### config.mk
export PLATFORM = sky130hd
export DESIGN_NAME = ppdar_top
export DESIGN_NICKNAME = d
export VERILOG_FILES = /design/src/core/ppdar_pkg.sv /design/src/core/ppdar_cfg_if.sv /design/src/core/ppdar_top.sv /design/src/core/ppdar_cal.sv /design/src/core/ppdar_detector.sv
export SDC_FILE = /design/constraint.sdc
export NUM_CORES = 1
export LEC_CHECK = 0
export ABC_AREA = 1
export ABC_CLOCK_PERIOD_IN_PS = 7200
export BUFFER_PORTS_ARGS = -buffer_cell sky130_fd_sc_hd__buf_2
export CAP_MARGIN = 20
export CORE_ASPECT_RATIO = 1.4
export CORE_MARGIN = 8
export CORE_UTILIZATION = 55
export CTS_CLUSTER_DIAMETER = 40
export DETAILED_ROUTE_END_ITERATION = 8
export PLACE_DENSITY = 0.69
export SLEW_MARGIN = 0
export SYNTH_ARGS = -nofsm -noshare
export SYNTH_HDL_FRONTEND = slang
export SYNTH_HIERARCHICAL = 1
export SYNTH_SLANG_ARGS = --single-unit
### constraint.sdc
create_clock -name clk -period 7.2 [get_ports clk]
set_input_delay 1.44 -clock clk [delete_from_list [all_inputs] [get_ports clk]]
set_output_delay 1.44 -clock clk [all_outputs]
set_load 0.02 [all_outputs]
### src/core/ppdar_pkg.sv
package ppdar_pkg;
  localparam int REG_W = 24;
  localparam int ADDR_W = 6;
  localparam int FRAME_BITS = 31;
  localparam int ADDR_DONE_BITS = 7;

  localparam logic [5:0] PUMP_OFFSET = 6'h09;
  localparam logic [5:0] AUTOCAL_OFFSET = 6'h0a;
  localparam logic [5:0] DETECTOR_OFFSET = 6'h0b;

  localparam logic [23:0] PUMP_RESET = 24'h40_3264;
  localparam logic [23:0] AUTOCAL_RESET = 24'h00_2205;
  localparam logic [23:0] DETECTOR_RESET = 24'h0f_8061;

  localparam int SINK_GAIN_LSB = 0;
  localparam int SOURCE_GAIN_LSB = 7;
  localparam int LEAK_MAG_LSB = 14;
  localparam int LEAK_SOURCE_BIT = 21;
  localparam int LEAK_SINK_BIT = 22;
  localparam int TUNE_RES_LSB = 0;
  localparam int CAL_SKIP_BIT = 11;
  localparam int LINK_INHIBIT_BIT = 12;
  localparam int CAL_DIV_LSB = 13;
  localparam int SELF_TEST_BIT = 15;
  localparam int DELAY_SEL_LSB = 0;
  localparam int RAISE_ON_BIT = 5;
  localparam int LOWER_ON_BIT = 6;
  localparam int SLIP_LSB = 7;
  localparam int SOURCE_FORCE_BIT = 9;
  localparam int SINK_FORCE_BIT = 10;

  localparam int CLK_PERIOD_PS = 5000;
  localparam int CAL_CLK_MAX_KHZ = 50000;
  localparam int CLK_KHZ = 200000;
  localparam int SLIP_T1_PS = 5400;
  localparam int SLIP_T2_PS = 14400;
  localparam int SLIP_T3_PS = 24100;
  localparam logic [2:0] SLIP_C1 = 3'((SLIP_T1_PS + CLK_PERIOD_PS - 1) / CLK_PERIOD_PS);
  localparam logic [2:0] SLIP_C2 = 3'((SLIP_T2_PS + CLK_PERIOD_PS - 1) / CLK_PERIOD_PS);
  localparam logic [2:0] SLIP_C3 = 3'((SLIP_T3_PS + CLK_PERIOD_PS - 1) / CLK_PERIOD_PS);

  localparam logic [5:0] DIV_BY_1 = 6'h01;
  localparam logic [5:0] DIV_BY_4 = 6'h04;
  localparam logic [5:0] DIV_BY_16 = 6'h10;
  localparam logic [5:0] DIV_BY_32 = 6'h20;

  typedef enum logic [2:0] {
    CAL_IDLE = 3'b001,
    CAL_MEASURE = 3'b010,
    CAL_FINISH = 3'b100
  } ppdar_cal_state_t;
endpackage

### src/core/ppdar_cfg_if.sv
interface ppdar_cfg_if;
  logic [23:0] pump;
  logic [23:0] autocal;
  logic [23:0] detector;
  modport owner (output pump, output autocal, output detector);
  modport user (input pump, input autocal, input detector);
endinterface

### src/core/ppdar_top.sv
module ppdar_top (
  input wire logic clk,
  input wire logic sys_rst,
  input wire logic ser_clk,
  input wire logic ser_en,
  input wire logic ser_din,
  output logic ser_dout,
  output logic ser_dout_oe,
  input wire logic cal_request,
  input wire logic osc_link_request,
  input wire logic detector_raise_in,
  input wire logic detector_lower_in,
  output logic [6:0] pump_sink_gain,
  output logic [6:0] pump_source_gain,
  output logic [6:0] leak_magnitude,
  output logic leak_source_on,
  output logic leak_sink_on,
  output logic cal_self_test,
  output logic [2:0] detector_reset_delay_sel,
  output logic [1:0] slip_guard_threshold,
  output logic pump_raise,
  output logic pump_lower,
  output logic slip_boost,
  output logic cal_busy,
  output logic cal_done,
  output logic osc_link_strobe,
  output logic osc_link_dropped,
  output logic cal_clock_too_fast
);
  import ppdar_pkg::*;

  localparam int PINS = 7;

  ppdar_cfg_if cfg ();

  logic [PINS-1:0] pin_raw;
  logic [PINS-1:0] pin_meta;
  logic [PINS-1:0] pin_s;
  logic sck_s, en_s, din_s, calreq_s, linkreq_s, raise_s, lower_s;
  logic sck_q, next_sck_q;
  logic en_q, next_en_q;
  logic calreq_q, next_calreq_q;
  logic linkreq_q, next_linkreq_q;

  logic [30:0] shift_in, next_shift_in;
  logic [5:0] bit_cnt, next_bit_cnt;
  logic read_mode, next_read_mode;
  logic [23:0] out_shift, next_out_shift;
  logic dout, next_dout;
  logic dout_oe, next_dout_oe;
  logic [23:0] pump_reg, next_pump_reg;
  logic [23:0] autocal_reg, next_autocal_reg;
  logic [23:0] detector_reg, next_detector_reg;

  logic sck_rise, sck_fall, en_fall;
  logic [5:0] rd_addr;
  logic [5:0] wr_addr;

  // 0 means unmapped; 1..3 select the three configuration words
  function automatic logic [1:0] reg_select(input logic [5:0] addr);
    if (addr == PUMP_OFFSET) begin
      return 2'd1;
    end else if (addr == AUTOCAL_OFFSET) begin
      return 2'd2;
    end else if (addr == DETECTOR_OFFSET) begin
      return 2'd3;
    end
    return 2'd0;
  endfunction

  assign pin_raw = {detector_lower_in, detector_raise_in, osc_link_request, cal_request,
                    ser_din, ser_en, ser_clk};

  // all pins cross in through two flops before any logic looks at them
  genvar g;
  generate
    for (g = 0; g < PINS; g++) begin : g_sync
      always_ff @(posedge clk or posedge sys_rst) begin
        if (sys_rst) begin
          pin_meta[g] <= 1'b0;
          pin_s[g] <= 1'b0;
        end else begin
          pin_meta[g] <= pin_raw[g];
          pin_s[g] <= pin_meta[g];
        end
      end
    end
  endgenerate

  assign sck_s = pin_s[0];
  assign en_s = pin_s[1];
  assign din_s = pin_s[2];
  assign calreq_s = pin_s[3];
  assign linkreq_s = pin_s[4];
  assign raise_s = pin_s[5];
  assign lower_s = pin_s[6];

  always_comb begin
    next_sck_q = sck_s;
    next_en_q = en_s;
    next_calreq_q = calreq_s;
    next_linkreq_q = linkreq_s;
  end

  always_ff @(posedge clk or posedge sys_rst) begin
    if (sys_rst) begin
      sck_q <= 1'b0;
      en_q <= 1'b0;
      calreq_q <= 1'b0;
      linkreq_q <= 1'b0;
    end else begin
      sck_q <= next_sck_q;
      en_q <= next_en_q;
      calreq_q <= next_calreq_q;
      linkreq_q <= next_linkreq_q;
    end
  end

  assign sck_rise = sck_s && !sck_q;
  assign sck_fall = !sck_s && sck_q;
  assign en_fall = !en_s && en_q;
  assign rd_addr = {shift_in[4:0], din_s};
  assign wr_addr = shift_in[29:24];

  // frame: read flag, six address bits, 24 data bits, msb first
  always_comb begin
    next_shift_in = shift_in;
    next_bit_cnt = bit_cnt;
    next_read_mode = read_mode;
    next_out_shift = out_shift;
    next_dout = dout;
    next_dout_oe = 1'b0;
    next_pump_reg = pump_reg;
    next_autocal_reg = autocal_reg;
    next_detector_reg = detector_reg;
    if (en_s) begin
      next_dout_oe = read_mode;
      if (sck_rise && bit_cnt < 6'(FRAME_BITS)) begin
        next_shift_in = {shift_in[29:0], din_s};
        next_bit_cnt = bit_cnt + 6'h01;
        if (bit_cnt == 6'(ADDR_DONE_BITS - 1)) begin
          next_read_mode = shift_in[5];
          // unmapped reads shift out zeros
          unique case (reg_select(rd_addr))
            2'd1: next_out_shift = pump_reg;
            2'd2: next_out_shift = autocal_reg;
            2'd3: next_out_shift = detector_reg;
            default: next_out_shift = 24'h00_0000;
          endcase
        end
      end
      if (sck_fall && read_mode) begin
        next_dout = out_shift[23];
        next_out_shift = {out_shift[22:0], 1'b0};
      end
    end else begin
      next_bit_cnt = 6'h00;
      next_read_mode = 1'b0;
      next_dout = 1'b0;
    end
    // short frames are dropped whole, long ones keep their first 31 bits; reserved bits store as written
    if (en_fall && bit_cnt == 6'(FRAME_BITS) && !shift_in[30]) begin
      unique case (reg_select(wr_addr))
        2'd1: next_pump_reg = shift_in[23:0];
        2'd2: next_autocal_reg = shift_in[23:0];
        2'd3: next_detector_reg = shift_in[23:0];
        default: next_pump_reg = pump_reg;
      endcase
    end
  end

  always_ff @(posedge clk or posedge sys_rst) begin
    if (sys_rst) begin
      shift_in <= 31'h0000_0000;
      bit_cnt <= 6'h00;
      read_mode <= 1'b0;
      out_shift <= 24'h00_0000;
      dout <= 1'b0;
      dout_oe <= 1'b0;
      pump_reg <= PUMP_RESET;
      autocal_reg <= AUTOCAL_RESET;
      detector_reg <= DETECTOR_RESET;
    end else begin
      shift_in <= next_shift_in;
      bit_cnt <= next_bit_cnt;
      read_mode <= next_read_mode;
      out_shift <= next_out_shift;
      dout <= next_dout;
      dout_oe <= next_dout_oe;
      pump_reg <= next_pump_reg;
      autocal_reg <= next_autocal_reg;
      detector_reg <= next_detector_reg;
    end
  end

  assign cfg.pump = pump_reg;
  assign cfg.autocal = autocal_reg;
  assign cfg.detector = detector_reg;

  assign ser_dout = dout;
  assign ser_dout_oe = dout_oe;

  assign pump_sink_gain = pump_reg[SINK_GAIN_LSB +: 7];
  assign pump_source_gain = pump_reg[SOURCE_GAIN_LSB +: 7];
  assign leak_magnitude = pump_reg[LEAK_MAG_LSB +: 7];
  // direction bits are passed as written; software picks upward leakage
  assign leak_source_on = pump_reg[LEAK_SOURCE_BIT];
  assign leak_sink_on = pump_reg[LEAK_SINK_BIT];
  assign cal_self_test = autocal_reg[SELF_TEST_BIT];
  assign detector_reset_delay_sel = detector_reg[DELAY_SEL_LSB +: 3];
  assign slip_guard_threshold = detector_reg[SLIP_LSB +: 2];

  ppdar_cal u_cal (
    .clk(clk),
    .sys_rst(sys_rst),
    .cfg(cfg.user),
    .cal_start(calreq_s && !calreq_q),
    .link_request(linkreq_s && !linkreq_q),
    .cal_busy(cal_busy),
    .cal_done(cal_done),
    .link_strobe(osc_link_strobe),
    .link_dropped(osc_link_dropped),
    .clock_too_fast(cal_clock_too_fast)
  );

  ppdar_detector u_detector (
    .clk(clk),
    .sys_rst(sys_rst),
    .cfg(cfg.user),
    .raise_in(raise_s),
    .lower_in(lower_s),
    .pump_raise(pump_raise),
    .pump_lower(pump_lower),
    .slip_boost(slip_boost)
  );
endmodule

### src/core/ppdar_cal.sv
module ppdar_cal (
  input wire logic clk,
  input wire logic sys_rst,
  ppdar_cfg_if.user cfg,
  input wire logic cal_start,
  input wire logic link_request,
  output logic cal_busy,
  output logic cal_done,
  output logic link_strobe,
  output logic link_dropped,
  output logic clock_too_fast
);
  import ppdar_pkg::*;

  ppdar_cal_state_t state, next_state;
  logic [5:0] div_cnt, next_div_cnt;
  logic [8:0] meas_cnt, next_meas_cnt;
  logic link_pending, next_link_pending;
  logic done, next_done;
  logic strobe, next_strobe;
  logic dropped, next_dropped;
  logic [5:0] div_ratio;
  logic [8:0] meas_len;
  logic tick;

  always_comb begin
    unique case (cfg.autocal[CAL_DIV_LSB +: 2])
      2'd0: div_ratio = DIV_BY_1;
      2'd1: div_ratio = DIV_BY_4;
      2'd2: div_ratio = DIV_BY_16;
      default: div_ratio = DIV_BY_32;
    endcase
    unique case (cfg.autocal[TUNE_RES_LSB +: 3])
      3'd0: meas_len = 9'h001;
      3'd1: meas_len = 9'h002;
      3'd2: meas_len = 9'h004;
      3'd3: meas_len = 9'h008;
      3'd4: meas_len = 9'h020;
      3'd5: meas_len = 9'h040;
      3'd6: meas_len = 9'h080;
      default: meas_len = 9'h100;
    endcase
  end

  // tick is one period of the divided calibration clock; >= lets a shorter
  // ratio take effect at once instead of running the counter round to zero
  assign tick = (div_cnt >= div_ratio - 6'h01);
  // divided rate above the ceiling is flagged, not corrected
  assign clock_too_fast = (CLK_KHZ / int'(div_ratio)) > CAL_CLK_MAX_KHZ;

  always_comb begin
    next_div_cnt = tick ? 6'h00 : div_cnt + 6'h01;
    next_state = state;
    next_meas_cnt = meas_cnt;
    next_done = 1'b0;
    unique case (state)
      CAL_IDLE: begin
        if (cal_start && !cfg.autocal[CAL_SKIP_BIT]) begin
          next_state = CAL_MEASURE;
          next_meas_cnt = 9'h000;
        end
      end
      CAL_MEASURE: begin
        if (tick) begin
          next_meas_cnt = meas_cnt + 9'h001;
          if (meas_cnt + 9'h001 == meas_len) begin
            next_state = CAL_FINISH;
          end
        end
      end
      CAL_FINISH: begin
        next_done = 1'b1;
        next_state = CAL_IDLE;
      end
    endcase
    // a request in the release cycle stays pending
    next_link_pending = (link_pending && !tick) ||
      (link_request && !cfg.autocal[LINK_INHIBIT_BIT]);
    next_strobe = link_pending && tick;
    next_dropped = link_request && cfg.autocal[LINK_INHIBIT_BIT];
  end

  always_ff @(posedge clk or posedge sys_rst) begin
    if (sys_rst) begin
      state <= CAL_IDLE;
      div_cnt <= 6'h00;
      meas_cnt <= 9'h000;
      link_pending <= 1'b0;
      done <= 1'b0;
      strobe <= 1'b0;
      dropped <= 1'b0;
    end else begin
      state <= next_state;
      div_cnt <= next_div_cnt;
      meas_cnt <= next_meas_cnt;
      link_pending <= next_link_pending;
      done <= next_done;
      strobe <= next_strobe;
      dropped <= next_dropped;
    end
  end

  assign cal_busy = (state != CAL_IDLE);
  assign cal_done = done;
  assign link_strobe = strobe;
  assign link_dropped = dropped;
endmodule

### src/core/ppdar_detector.sv
module ppdar_detector (
  input wire logic clk,
  input wire logic sys_rst,
  ppdar_cfg_if.user cfg,
  input wire logic raise_in,
  input wire logic lower_in,
  output logic pump_raise,
  output logic pump_lower,
  output logic slip_boost
);
  import ppdar_pkg::*;

  logic raise, next_raise;
  logic lower, next_lower;
  logic boost, next_boost;
  logic [2:0] err_cnt, next_err_cnt;
  logic [2:0] limit;

  always_comb begin
    unique case (cfg.detector[SLIP_LSB +: 2])
      2'd0: limit = 3'h0;
      2'd1: limit = SLIP_C1;
      2'd2: limit = SLIP_C2;
      default: limit = SLIP_C3;
    endcase
  end

  always_comb begin
    next_raise = (raise_in && cfg.detector[RAISE_ON_BIT])
      || cfg.detector[SOURCE_FORCE_BIT];
    next_lower = (lower_in && cfg.detector[LOWER_ON_BIT])
      || cfg.detector[SINK_FORCE_BIT];
    // phase error measured as cycles with only one side active
    if (raise_in ^ lower_in) begin
      next_err_cnt = (err_cnt == 3'h7) ? err_cnt : err_cnt + 3'h1;
    end else begin
      next_err_cnt = 3'h0;
    end
    next_boost = (limit != 3'h0) && (next_err_cnt > limit);
  end

  always_ff @(posedge clk or posedge sys_rst) begin
    if (sys_rst) begin
      raise <= 1'b0;
      lower <= 1'b0;
      boost <= 1'b0;
      err_cnt <= 3'h0;
    end else begin
      raise <= next_raise;
      lower <= next_lower;
      boost <= next_boost;
      err_cnt <= next_err_cnt;
    end
  end

  assign pump_raise = raise;
  assign pump_lower = lower;
  assign slip_boost = boost;
endmodule

==> impl_metrics.py <==
metrics = {
    "cts": {
        "clockBufferDepth": 2,
        "clock_latency_ns": 0.43,
        "post_cts_resized": 0,
        "clk_pin_slew_ns": 0.07,
        "cts_root_buffer": "clkbuf_16",
        "htreeDepth": 4,
        "numCtsBuffers": 17,
        "cts_tree": "done",
        "post_cts_buffers": 0,
        "hold_buffers": 0,
        "cts.sinks": 182,
    },
    "synth": {
        "synth_cell_type_count": 43,
        "synth_cells": 1023,
        "synth_nets": 1049,
        "synth_area_um2": 8760,
        "synthTopCellsByArea": "dfrtp_1 (46%), nand2_1 (8.5%), nand3_1 (8.4%)",
        "synth.most_common_cell": "nand2_1",
        "synth_common_cells": "nand2_1 (198), dfrtp_1 (162), nand3_1 (147)",
        "synth-main-ff-cell": "dfrtp_1",
        "synth.top_cell.area_share_pct": 46.3,
        "ys_seq_area_share_pct": 52.3,
        "synth_warnings": 6,
        "ys_ff_latch": 182,
        "yosys.area.top_type": "dfrtp_1",
        "synthArstFlopShare_pct": 100,
        "synth-edff-count": 0,
        "avgSynthCellArea_um2": 8.57,
    },
    "route": {
        "avgRoutedWirePerCell_um": 15.1,
        "drc_errors": 0,
        "routed_via_density": 5.35,
        "first_iter_violations": 433,
        "first_pass_iters": 5,
        "ant_nets": 0,
        "wl_um": 18700,
        "num_vias": 6609,
    },
    "pwr": {
        "peakVddDrop_uv": 191,
        "clock_power_share_pct": 39.2,
        "total_power_mw": 2.38,
        "power_density_nw_per_um2": 251,
        "intPower_mw": 1.66,
        "p_sw_mw": 0.723,
        "power_frac_seq_pct": 46.3,
        "p_sw_share_pct": 30.3,
        "p_leak_nw": 4.51,
        "combPwrFrac_pct": 14.5,
    },
    "global_route": {
        "grt_max_degree": 95,
        "grt_overflow": 0,
        "antenna_found_initial": 0,
        "grt_pass1_vias": 6522,
        "grt_pass1_wl_um": 31900,
        "grt_usage_pct": 20.0,
    },
    "worst_setup_path": {
        "rrSetupSlack_ns": 4.81,
        "path_class": "flop to primary output",
        "path_max_fanout": 4,
        "worst_ep_required_time_ns": 5.76,
        "start_kind": "flop",
        "end_kind": "primary output",
        "crit_arrival_ns": 1.47,
    },
    "timing": {
        "setup-tns-final_ns": 0,
        "holdWs_ns": 0.349,
        "hold_viol": 0,
        "drv_slew": 0,
        "fin_skew_ns": 0.00878,
        "setup_ws_ns": 4.29,
        "finalSetupViolCount": 0,
        "max_freq_ghz": 0.343,
        "worstMarginPinSlew_ns": 0.877,
        "layout_min_cycle_time_ns": 2.91,
        "rsz0062_at_grt": "false",
        "max-slew-margin-rel_pct": 41.5,
        "min_period_over_period_pct": 40.4,
    },
    "layout": {
        "nets": 1053,
        "num_antenna_cells": 0,
        "max_flop_register": "shift_in",
        "finish.instance_area_um2": 9490,
        "synthToLayoutAreaGrowth_pct": 8.31,
        "drive_gt1_share_pct": 15.1,
        "layout.cells.non_filler": 1236,
        "utilization_pct": 60.8,
        "largest_reg_flops": 31,
    },
    "placement": {
        "post-place-ws_ns": 4.17,
        "io_buffers": 47,
        "gp_congestion": 0.823,
        "dp_hpwl_um": 12300,
        "placedCellCount": 1201,
        "postPlaceCellArea_um2": 8830,
    },
    "min_path": {
        "hold_path.class": "flop to flop",
    },
    "floorplanning": {
        "start_util_pct": 56.1,
        "fp-row-count": 54,
        "io_pins": 48,
        "die_w_um": 123,
        "die_area_um2": 20300,
        "die_h_um": 165,
        "core_um2": 15600,
    },
    "job": {
        "drv_cap": 0,
    },
    "status": {
        "status": "complete, no violations",
    },
}
-- metal layers --
| layer | vias to the layer above | GRT usage [%] | wire length (um) |
|---|---|---|---|
| met1 | 3148 | 25.2 | 8370 |
| met4 | 0 | 5.84 | 267 |
| met3 | 19 | 4.36 | 773 |
| met5 | - | 0 | 0 |
| li1 | 3307 | - | - |
| met2 | 135 | 33.7 | 9310 |
-- final cells by class --
cell class / instances / area [um^2]
Clock buffer: 18 / 439
Clock inverter: 14 / 155
Fill cell: 1369 / 6120
Inverter: 120 / 457
Multi-Input combinational cell: 649 / 3240
Sequential cell: 182 / 4580
Tap cell: 196 / 245
Timing Repair Buffer: 57 / 375
-- critical path, cell delays in order (launching register included) --
cell and delay (ns):
dfstp_2 0.58, inv_1 0.06, nor3_1 0.19, inv_1 0.06, buf_2 0.16
-- power groups by stage --
stage                     combinational [mW]  sequential (mW)  clock [mW]
after floorplan                        0.279             1.11           0
after global placement                 0.340             1.12           0
after detailed placement               0.347             1.12           0
after CTS                              0.349             1.10       0.951
after global routing                   0.392             1.11       0.996
final                                  0.347             1.10       0.933
-- cells by family after synthesis --
logic type / Yosys count / synth area share, %
AND/OR/NAND/NOR: 471 / 24.5
adder cells (fa/ha/maj): 17 / 2.43
AO/OA/AOI/OAI: 156 / 9.52
buffers and inverters: 192 / 10.8
XOR/XNOR: 4 / 0.400
flip-flops: 182 / 52.3
other: 1 / 0.0428
-- final timing paths --
kind	start	endpoint	cells past startpoint
max in group asynchronous	sys_rst	out_shift[20]	3
worst max register to register	autocal_reg[13]	u_cal/meas_cnt[8]	10
worst max-delay path	u_cal/state[0]	cal_busy	4
min in group asynchronous	sys_rst	u_detector/pump_raise	2
worst min register to register	pin_meta[4]	linkreq_s	0
worst min-delay path	pin_meta[4]	linkreq_s	0
-- cell usage in the layout, fill, tap and decap left out, types with 6 or more instances in the layout --
cell         n
nand3_1    147
o21ai_0     51
nand4_1     10
dfrtp_1    162
o21ai_1     64
dfstp_2     20
inv_2       12
nor2_2       6
inv_6        9
nand2_1    198
clkbuf_16   17
buf_2       47
nor3_1       6
a21oi_1     26
ha_1        17
buf_4        6
inv_1      105
nor2_1      80
No activity file was read; power rests on OpenSTA's default activity.
